$ cat config.mk
export PLATFORM = sky130hd
export DESIGN_NAME = atc_xfer_decode
export DESIGN_NICKNAME = d
export VERILOG_FILES = /design/src/atc_xfer_decode.v /design/src/atc_op_match.v
export VERILOG_INCLUDE_DIRS = /design/src
export SDC_FILE = /design/constraint.sdc
export NUM_CORES = 1
export LEC_CHECK = 0
export ABC_AREA = 1
export BUFFER_PORTS_ARGS = -buffer_cell sky130_fd_sc_hd__buf_2
export CORE_MARGIN = 2
export CORE_UTILIZATION = 49
export DETAILED_ROUTE_END_ITERATION = 10
export PLACE_DENSITY = 0.78
export SYNTH_ARGS = -nofsm -noshare
export SYNTH_HDL_FRONTEND = slang
export SYNTH_SLANG_ARGS = --single-unit
export TNS_END_PERCENT = 100
$ cat constraint.sdc
create_clock -name sys_clk -period 0.88 [get_ports sys_clk]
set_clock_uncertainty 0.15 [all_clocks]
set_input_delay 0 -clock sys_clk [delete_from_list [all_inputs] [get_ports sys_clk]]
set_output_delay 0 -clock sys_clk [all_outputs]
set_load 0.02 [all_outputs]
$ cat src/atc_defs.vh
`ifndef ATC_DEFS_VH
`define ATC_DEFS_VH

`define ATC_OP_W 10
`define ATC_ACC_W 4
`define ATC_NUM_DEST 8

`define ATC_OP_IRQ_FIRST 10'h03f
`define ATC_OP_IRQ_SECOND 10'h03e
`define ATC_OP_TMR_FIRST 10'h20e
`define ATC_OP_TMR_SECOND 10'h20f
`define ATC_OP_TMR_THIRD_DFLT 10'h210
`define ATC_OP_TMR_FOURTH 10'h211
`define ATC_OP_TMR_FIFTH_DFLT 10'h212
`define ATC_OP_TMR_SIXTH 10'h213

`define ATC_SEL_IRQ_FIRST 0
`define ATC_SEL_IRQ_SECOND 1
`define ATC_SEL_TMR_FIRST 2
`define ATC_SEL_TMR_SECOND 3
`define ATC_SEL_TMR_THIRD 4
`define ATC_SEL_TMR_FOURTH 5
`define ATC_SEL_TMR_FIFTH 6
`define ATC_SEL_TMR_SIXTH 7

`define ATC_CTRL_RST 4'h0
`define ATC_STROBE_RST 8'h00
`define ATC_EXEC_CYCLES 1

`endif

$ cat src/atc_xfer_decode.v
`timescale 1ns/10ps
`default_nettype none
`include "atc_defs.vh"

module atc_xfer_decode #(
    parameter [9:0] OP_TMR_THIRD = `ATC_OP_TMR_THIRD_DFLT,
    parameter [9:0] OP_TMR_FIFTH = `ATC_OP_TMR_FIFTH_DFLT
) (
    input wire sys_clk,
    input wire rst_b,
    input wire clk_en,
    input wire instr_valid,
    input wire [9:0] instr_word,
    input wire [3:0] acc_val,
    output reg [3:0] irq_ctrl_first_r,
    output reg [3:0] irq_ctrl_second_r,
    output reg [3:0] tmr_ctrl_first_r,
    output reg [3:0] tmr_ctrl_second_r,
    output reg [3:0] tmr_ctrl_third_r,
    output reg [3:0] tmr_ctrl_fourth_r,
    output reg [3:0] tmr_ctrl_fifth_r,
    output reg [3:0] tmr_ctrl_sixth_r,
    output reg [7:0] wr_strobe_r,
    output reg exec_done_r,
    output reg skip_next_r,
    output reg carry_we_r
);

    wire [7:0] op_sel;
    wire [7:0] op_pick;
    wire any_hit;
    wire take;

    // Next-state values; the clocked processes below only copy them on an enabled edge
    reg [3:0] irq_ctrl_first_nxt;
    reg [3:0] irq_ctrl_second_nxt;
    reg [3:0] tmr_ctrl_first_nxt;
    reg [3:0] tmr_ctrl_second_nxt;
    reg [3:0] tmr_ctrl_third_nxt;
    reg [3:0] tmr_ctrl_fourth_nxt;
    reg [3:0] tmr_ctrl_fifth_nxt;
    reg [3:0] tmr_ctrl_sixth_nxt;
    reg [7:0] wr_strobe_nxt;
    reg exec_done_nxt;
    reg skip_next_nxt;
    reg carry_we_nxt;

    // An overridden opcode that collides with a fixed one would raise two selects;
    // the lowest select wins, so one instruction never writes two registers.
    // Default opcodes never collide, so this costs only a few gates
    function [7:0] pick_lowest;
        input [7:0] sel;
        reg [7:0] neg;
        begin
            neg = ~sel + 8'h01;
            pick_lowest = sel & neg;
        end
    endfunction

    // Shared load mux: the selected register takes the accumulator, all others keep theirs
    function [3:0] ld_next;
        input hit;
        input [3:0] cur;
        input [3:0] acc;
        begin
            if (hit) begin
                ld_next = acc;
            end else begin
                ld_next = cur;
            end
        end
    endfunction

    assign take = clk_en & instr_valid;
    // Recognise flag follows the picked select, so it always agrees with the strobe
    assign op_pick = pick_lowest(op_sel);
    assign any_hit = |op_pick;

    // The exact ten-bit match lives in the matcher
    atc_op_match #(
        .OP_TMR_THIRD(OP_TMR_THIRD),
        .OP_TMR_FIFTH(OP_TMR_FIFTH)
    ) u_match (
        .op_valid(take),
        .op_word(instr_word),
        .op_sel(op_sel)
    );

    // The accumulator is only read here; no path in this block can drive it
    always @* begin
        irq_ctrl_first_nxt = ld_next(op_pick[`ATC_SEL_IRQ_FIRST], irq_ctrl_first_r, acc_val);
        irq_ctrl_second_nxt = ld_next(op_pick[`ATC_SEL_IRQ_SECOND], irq_ctrl_second_r, acc_val);
        tmr_ctrl_first_nxt = ld_next(op_pick[`ATC_SEL_TMR_FIRST], tmr_ctrl_first_r, acc_val);
        tmr_ctrl_second_nxt = ld_next(op_pick[`ATC_SEL_TMR_SECOND], tmr_ctrl_second_r, acc_val);
        tmr_ctrl_third_nxt = ld_next(op_pick[`ATC_SEL_TMR_THIRD], tmr_ctrl_third_r, acc_val);
        tmr_ctrl_fourth_nxt = ld_next(op_pick[`ATC_SEL_TMR_FOURTH], tmr_ctrl_fourth_r, acc_val);
        tmr_ctrl_fifth_nxt = ld_next(op_pick[`ATC_SEL_TMR_FIFTH], tmr_ctrl_fifth_r, acc_val);
        tmr_ctrl_sixth_nxt = ld_next(op_pick[`ATC_SEL_TMR_SIXTH], tmr_ctrl_sixth_r, acc_val);
    end

    // Status pulses come from the same pick as the data path
    always @* begin
        wr_strobe_nxt = op_pick;
        exec_done_nxt = any_hit;
        // These transfers never skip and never touch the carry flag
        skip_next_nxt = 1'b0;
        carry_we_nxt = 1'b0;
    end

    // Clock enable low freezes every register, data and status alike
    always @(posedge sys_clk or negedge rst_b) begin
        if (!rst_b) begin
            irq_ctrl_first_r <= `ATC_CTRL_RST;
        end else if (clk_en) begin
            irq_ctrl_first_r <= irq_ctrl_first_nxt;
        end
    end

    always @(posedge sys_clk or negedge rst_b) begin
        if (!rst_b) begin
            irq_ctrl_second_r <= `ATC_CTRL_RST;
        end else if (clk_en) begin
            irq_ctrl_second_r <= irq_ctrl_second_nxt;
        end
    end

    always @(posedge sys_clk or negedge rst_b) begin
        if (!rst_b) begin
            tmr_ctrl_first_r <= `ATC_CTRL_RST;
        end else if (clk_en) begin
            tmr_ctrl_first_r <= tmr_ctrl_first_nxt;
        end
    end

    always @(posedge sys_clk or negedge rst_b) begin
        if (!rst_b) begin
            tmr_ctrl_second_r <= `ATC_CTRL_RST;
        end else if (clk_en) begin
            tmr_ctrl_second_r <= tmr_ctrl_second_nxt;
        end
    end

    // Opcode is a parameter so that an integration can set its own encoding
    always @(posedge sys_clk or negedge rst_b) begin
        if (!rst_b) begin
            tmr_ctrl_third_r <= `ATC_CTRL_RST;
        end else if (clk_en) begin
            tmr_ctrl_third_r <= tmr_ctrl_third_nxt;
        end
    end

    always @(posedge sys_clk or negedge rst_b) begin
        if (!rst_b) begin
            tmr_ctrl_fourth_r <= `ATC_CTRL_RST;
        end else if (clk_en) begin
            tmr_ctrl_fourth_r <= tmr_ctrl_fourth_nxt;
        end
    end

    always @(posedge sys_clk or negedge rst_b) begin
        if (!rst_b) begin
            tmr_ctrl_fifth_r <= `ATC_CTRL_RST;
        end else if (clk_en) begin
            tmr_ctrl_fifth_r <= tmr_ctrl_fifth_nxt;
        end
    end

    always @(posedge sys_clk or negedge rst_b) begin
        if (!rst_b) begin
            tmr_ctrl_sixth_r <= `ATC_CTRL_RST;
        end else if (clk_en) begin
            tmr_ctrl_sixth_r <= tmr_ctrl_sixth_nxt;
        end
    end

    // Status pulses last one enabled cycle; a frozen clock enable holds them
    always @(posedge sys_clk or negedge rst_b) begin
        if (!rst_b) begin
            wr_strobe_r <= `ATC_STROBE_RST;
        end else if (clk_en) begin
            wr_strobe_r <= wr_strobe_nxt;
        end
    end

    always @(posedge sys_clk or negedge rst_b) begin
        if (!rst_b) begin
            exec_done_r <= 1'b0;
        end else if (clk_en) begin
            exec_done_r <= exec_done_nxt;
        end
    end

    // Kept as flops so that every top-level output leaves a register
    always @(posedge sys_clk or negedge rst_b) begin
        if (!rst_b) begin
            skip_next_r <= 1'b0;
        end else if (clk_en) begin
            skip_next_r <= skip_next_nxt;
        end
    end

    always @(posedge sys_clk or negedge rst_b) begin
        if (!rst_b) begin
            carry_we_r <= 1'b0;
        end else if (clk_en) begin
            carry_we_r <= carry_we_nxt;
        end
    end

endmodule
`default_nettype wire

$ cat src/atc_op_match.v
`timescale 1ns/10ps
`default_nettype none
`include "atc_defs.vh"

module atc_op_match #(
    parameter [9:0] OP_TMR_THIRD = `ATC_OP_TMR_THIRD_DFLT,
    parameter [9:0] OP_TMR_FIFTH = `ATC_OP_TMR_FIFTH_DFLT
) (
    input wire op_valid,
    input wire [9:0] op_word,
    output reg [7:0] op_sel
);

    // Full ten-bit compare; partial decoding would alias neighbouring opcodes
    function op_hit;
        input [9:0] word;
        input [9:0] code;
        begin
            op_hit = (word == code);
        end
    endfunction

    always @* begin
        op_sel = `ATC_STROBE_RST;
        if (op_valid) begin
            op_sel[`ATC_SEL_IRQ_FIRST] = op_hit(op_word, `ATC_OP_IRQ_FIRST);
            op_sel[`ATC_SEL_IRQ_SECOND] = op_hit(op_word, `ATC_OP_IRQ_SECOND);
            op_sel[`ATC_SEL_TMR_FIRST] = op_hit(op_word, `ATC_OP_TMR_FIRST);
            op_sel[`ATC_SEL_TMR_SECOND] = op_hit(op_word, `ATC_OP_TMR_SECOND);
            op_sel[`ATC_SEL_TMR_THIRD] = op_hit(op_word, OP_TMR_THIRD);
            op_sel[`ATC_SEL_TMR_FOURTH] = op_hit(op_word, `ATC_OP_TMR_FOURTH);
            op_sel[`ATC_SEL_TMR_FIFTH] = op_hit(op_word, OP_TMR_FIFTH);
            op_sel[`ATC_SEL_TMR_SIXTH] = op_hit(op_word, `ATC_OP_TMR_SIXTH);
        end
    end

endmodule
`default_nettype wire

# Yosys cells after proc, flatten, opt, wreduce, memory -nomap -nowiden
# Cells that the tools add are included.
dict set report classes {
  reduce_logical 9
  bitwise_logic 3
  n_mux 1
  eq_ne 8
  addsub 1
}
# operator n
set op_table {}
lappend op_table {{== test 10 bit (second input constant)} 6}
lappend op_table {{== test 10 x 6 -> 1 bit (second input constant)} 2}
lappend op_table {{AND reduction 2 bit} 8}
lappend op_table {{adder 8 x 1 -> 8 bit (second input constant)} 1}
lappend op_table {{bitwise AND 8 bit} 1}
lappend op_table {{2-to-1 mux 8 bit} 1}
lappend op_table {{NOT 8 bit} 1}
lappend op_table {{OR reduction 8 bit} 1}
lappend op_table {{bitwise AND 1 bit} 1}
dict set report totals {
  elab_cells 32
  ff_bits 41
  out_inout_bits 43
  inputBits 18
}

# Logic depth before layout (Yosys ltp)
dict set report depth {
  word_depth 6
  depth_mapped 8
  ltp_nobuf 8
}

# By module
# From an unflattened synthesis, not the netlist that was laid out.
dict set report hier_totals {
  hier_cells 200
  area_unflattened_um2 1809.2
}
# module area_per_inst_um2 cells_each instances seq_area_each_um2
set modules_own_cells {}
lappend modules_own_cells {atc_xfer_decode 1650.3 164 1 1026.0}
lappend modules_own_cells {atc_op_match 158.9 36 1 0.0}

# Worst setup path after synthesis
# OpenSTA, ideal clock, no wires.
dict set report synth_path {
  path_type {in2reg}
  start {input port instr_word[3]}
  end {register tmr_ctrl_fourth_r[0]}
  setup_ns 0.118
  stages 6
  arrival_time_ns 0.635
  n_path_buf 0
  setup_slack_ns -0.023
  required_ns 0.612
  cell_sequence {inv_1 -> nand2_2 -> nor2_1 -> nand4_4 -> a21oi_1 -> inv_1}
}
dict set report synth_via {
  elab_chain_len 6
  elab_cells_between_ends 11
  classes_between {1 x add/sub; 6 x eq/ne; 1 x mux; 2 x bitwise; 1 x reduce/logical}
}
# item line
set synth_rtl {}
lappend synth_rtl {{from (decl)} atc_xfer_decode.v:13} ;# input wire [9:0] instr_word,
lappend synth_rtl {{== test 10 x 6 -> 1 bit or == test 10 bit (tied branches)} atc_op_match.v:19} ;# op_hit = (word == code);
lappend synth_rtl {{2-to-1 mux 8 bit (*)} atc_op_match.v:25} ;# if (op_valid) begin
lappend synth_rtl {{NOT 8 bit} atc_xfer_decode.v:55} ;# neg = ~sel + 8'h01;
lappend synth_rtl {{adder 8 x 1 -> 8 bit} atc_xfer_decode.v:55}
lappend synth_rtl {{bitwise AND 8 bit (*)} atc_xfer_decode.v:56} ;# pick_lowest = sel & neg;
lappend synth_rtl {{AND reduction 2 bit (no source line) (*)} n/a}
lappend synth_rtl {{to (signal assigned)} atc_xfer_decode.v:154} ;# tmr_ctrl_fourth_r <= `ATC_CTRL_RST;
lappend synth_rtl {{to (signal assigned)} atc_xfer_decode.v:156} ;# tmr_ctrl_fourth_r <= tmr_ctrl_fourth_nxt;
lappend synth_rtl {{to (decl)} atc_xfer_decode.v:20} ;# output reg [3:0] tmr_ctrl_fourth_r,
# Every way passes the cells marked *; elsewhere a longest branch is shown, timed or not.
# A chain may end at the register's enable or synchronous reset.

# Final worst setup path
dict set report layout_path {
  start {register exec_done_r}
  end {output port exec_done_r}
}
# item line
set layout_rtl {}
lappend layout_rtl {{from (decl)} atc_xfer_decode.v:24} ;# output reg exec_done_r,
lappend layout_rtl {{from (signal assigned)} atc_xfer_decode.v:189} ;# exec_done_r <= exec_done_nxt;
# No word-level cell between the ends.

==> flow_summary.yaml <==
timing:
  fin_crit_sh_pct: 117
  rsz0062_at_grt: "true"
  fmax_ghz: 0.968
  finalSetupTns_ns: -6.21
  hold_violations: 11
  fin_hold_ws_ns: -0.0774
  final-setup-viol-count: 70
  period_needed_ns: 1.03
  slew_violations: 0
  setup_ws_ns: -0.153
critical_path:
  slowest_stage: "dfrtp_1"
  endpoint_kind: "output port"
  cp.arrival_ns: 0.88
  critPathRequiredTime_ns: 0.73
  worstPathCellList: "buf_6"
  cp-start-kind: "register"
  critPathMaxFanout: 2
  cp_top_family: "flip-flops"
  max_stage_delay_ns: 0.43
  critPathKind: "register to output port"
  cp_num_buf_inv: 1
logic_synthesis:
  ys_top_cells_by_area: "dfrtp_1 56%, nand2_1 10%, nand4_4 8.2%"
  syn_area_per_cell_um2: 9.46
  synth_seq_area_share_pct: 56.2
  syn_area_um2: 1830
  synth_area_leader_cell: "dfrtp_1"
  synth_top_area_share_pct: 56.2
  netlist-cell-type-count: 19
  yosys_register_bits: 41
  yosysWarnings: 0
  syn-instance-count: 193
global_routing:
  grt_pass1_vias: 1686
  grt_util_all_layers_pct: 24.4
  antenna_found_initial: 0
  grt_pass1_wl_mm: 7.70
  grt_max_degree: 42
  grt_overflow_total: 0
power_and_ir_drop:
  p_leak_uw: 0.00175
  power_density_nw_per_um2: 1220
  irDropWorstVdd_mv: 0.985
flow_run:
  cap_violations: 0
clocking:
  cts_max_path_buffers: 2
  clock_tree.root_cell: "clkbuf_8"
  cts.sinks: 41
  clk_pin_slew_ns: 0.08
  numCtsBuffers: 5
  clk_latency_ns: 0.29
  cts_tree: "built"
  h-tree-depth: 2
  ctsHoldBuffers: 1
layout:
  layout_common_cells: "58 x buf_6, 37 x dfrtp_1, 32 x nand2_1"
  antenna_cells: 0
  nets: 318
  drive_above_1_share_pct: 55.8
  nFillCells: 163
  final_common_cell: "buf_6"
  final_cells: 349
  syn2layout_area_growth_pct: 72.0
  final_util_pct: 86.4
die:
  die-width_um: 65.0
  io_pins: 61
  die_area_um2: 4230
  die_h_um: 65.0
  start_util_pct: 50.2
  row_count: 22
  core_um2: 3630
detailed_routing:
  wirelength_mm: 6.51
  post_drt_via_cell_ratio: 5.40
  drc_errors: 0
  drt-initial-drc-count: 253
  routedWlPerCell_um: 18.6
  postRouteAntennaNets: 0
  firstDrtPassIters: 4
  vias: 1883
placement:
  pre_cts_slack_ns: -0.282
  io_buffers: 58
  dp_hpwl_mm: 2.78
  dp_cells: 307
  gp_congestion: 0.818
status:
  status: "finished with violations"
  violations: "negative hold slack, negative setup slack"
min_path:
  hold_class: "input pin to register"
[worst paths after layout]
| kind | startpoint | to | slack, ns | cells after the start |
|---|---|---|---|---|
| min in group asynchronous | rst_b | irq_ctrl_second_r[2] | 0.05 | 3 |
| hold / removal | acc_val[2] | tmr_ctrl_third_r[2] | -0.08 | 3 |
| setup reg to reg | tmr_ctrl_fifth_r[0] | tmr_ctrl_fifth_r[0] | -0.12 | 3 |
| max in group asynchronous | rst_b | tmr_ctrl_fifth_r[2] | 0.31 | 3 |
| hold reg to reg | tmr_ctrl_fourth_r[0] | tmr_ctrl_fourth_r[0] | 0.37 | 2 |
| setup / recovery | exec_done_r | exec_done_r | -0.15 | 1 |
[cell families (layout without fill, tap and decap cells)]
group,after synthesis,after routing,share of synthesized area [%]
simple gates,89,94,28.1
buf+inv,30,132,6.72
compound gates,32,32,8.77
other cells,1,2,0.205
flops,41,41,56.2
[stage by stage]
step	total power, µW	area, µm²
after global routing	3980	3140
after floorplan	2100	1870
after detailed placement	2250	2280
after CTS	3750	2820
final	3840	3140
after global placement	2250	2280
[final cells by class]
| class | instances | area, µm² | area share [%] |
|---|---|---|---|
| multi-input combinational | 128 | 908 | 28.9 |
| clock buffer | 6 | 72.6 | 2.31 |
| sequential | 41 | 1030 | 32.8 |
| timing repair buffer | 96 | 911 | 29.0 |
| inverter | 28 | 123 | 3.90 |
| tap | 48 | 60.1 | 1.91 |
| clock inverter | 2 | 35.0 | 1.12 |
[synthesized netlist by cell type]
cell type / instances
a21oi_1: 12
buf_4: 2
clkinv_1: 1
conb_1: 1
dfrtp_1: 41
inv_1: 24
inv_2: 2
inv_4: 1
nand2_1: 50
nand2_2: 2
nand3_1: 1
nand3_2: 1
nand4_4: 7
nor2_1: 20
nor2_2: 5
nor2_4: 2
nor2_8: 1
o21ai_0: 4
o21ai_1: 16
[report_power, final]
| group | internal [µW] | switching, µW |
|---|---|---|
| logic | 144 | 282 |
| clock network | 842 | 663 |
| registers | 1890 | 11.9 |
| total | 2880 | 957 |
[routing by layer]
| layer | track usage (%) | vias to the layer above | wire [µm] |
|---|---|---|---|
| li1 | - | 835 | - |
| met1 | 27.7 | 910 | 2410 |
| met2 | 43.9 | 103 | 3380 |
| met3 | 6.60 | 35 | 412 |
| met4 | 8.85 | 0 | 303 |
| met5 | 0 | - | 0 |
[timing repair]
action                     CTS  global route
gates resized for setup     91            51
pin swaps                    4             9
cloned                       0             5
setup endpoints to repair   42            76
hold endpoints to repair    65             7
setup buffers               18            10
[flip-flops by register name (all words and copies together) (netlist names)]
signal and flops:
exec_done_r 1, irq_ctrl_first_r 4, tmr_ctrl_fifth_r 4, tmr_ctrl_third_r 4
tmr_ctrl_second_r 4, tmr_ctrl_first_r 4, wr_strobe_r 8, tmr_ctrl_fourth_r 4
tmr_ctrl_sixth_r 4, irq_ctrl_second_r 4
Note: power is estimated with default switching activity, not from simulation.
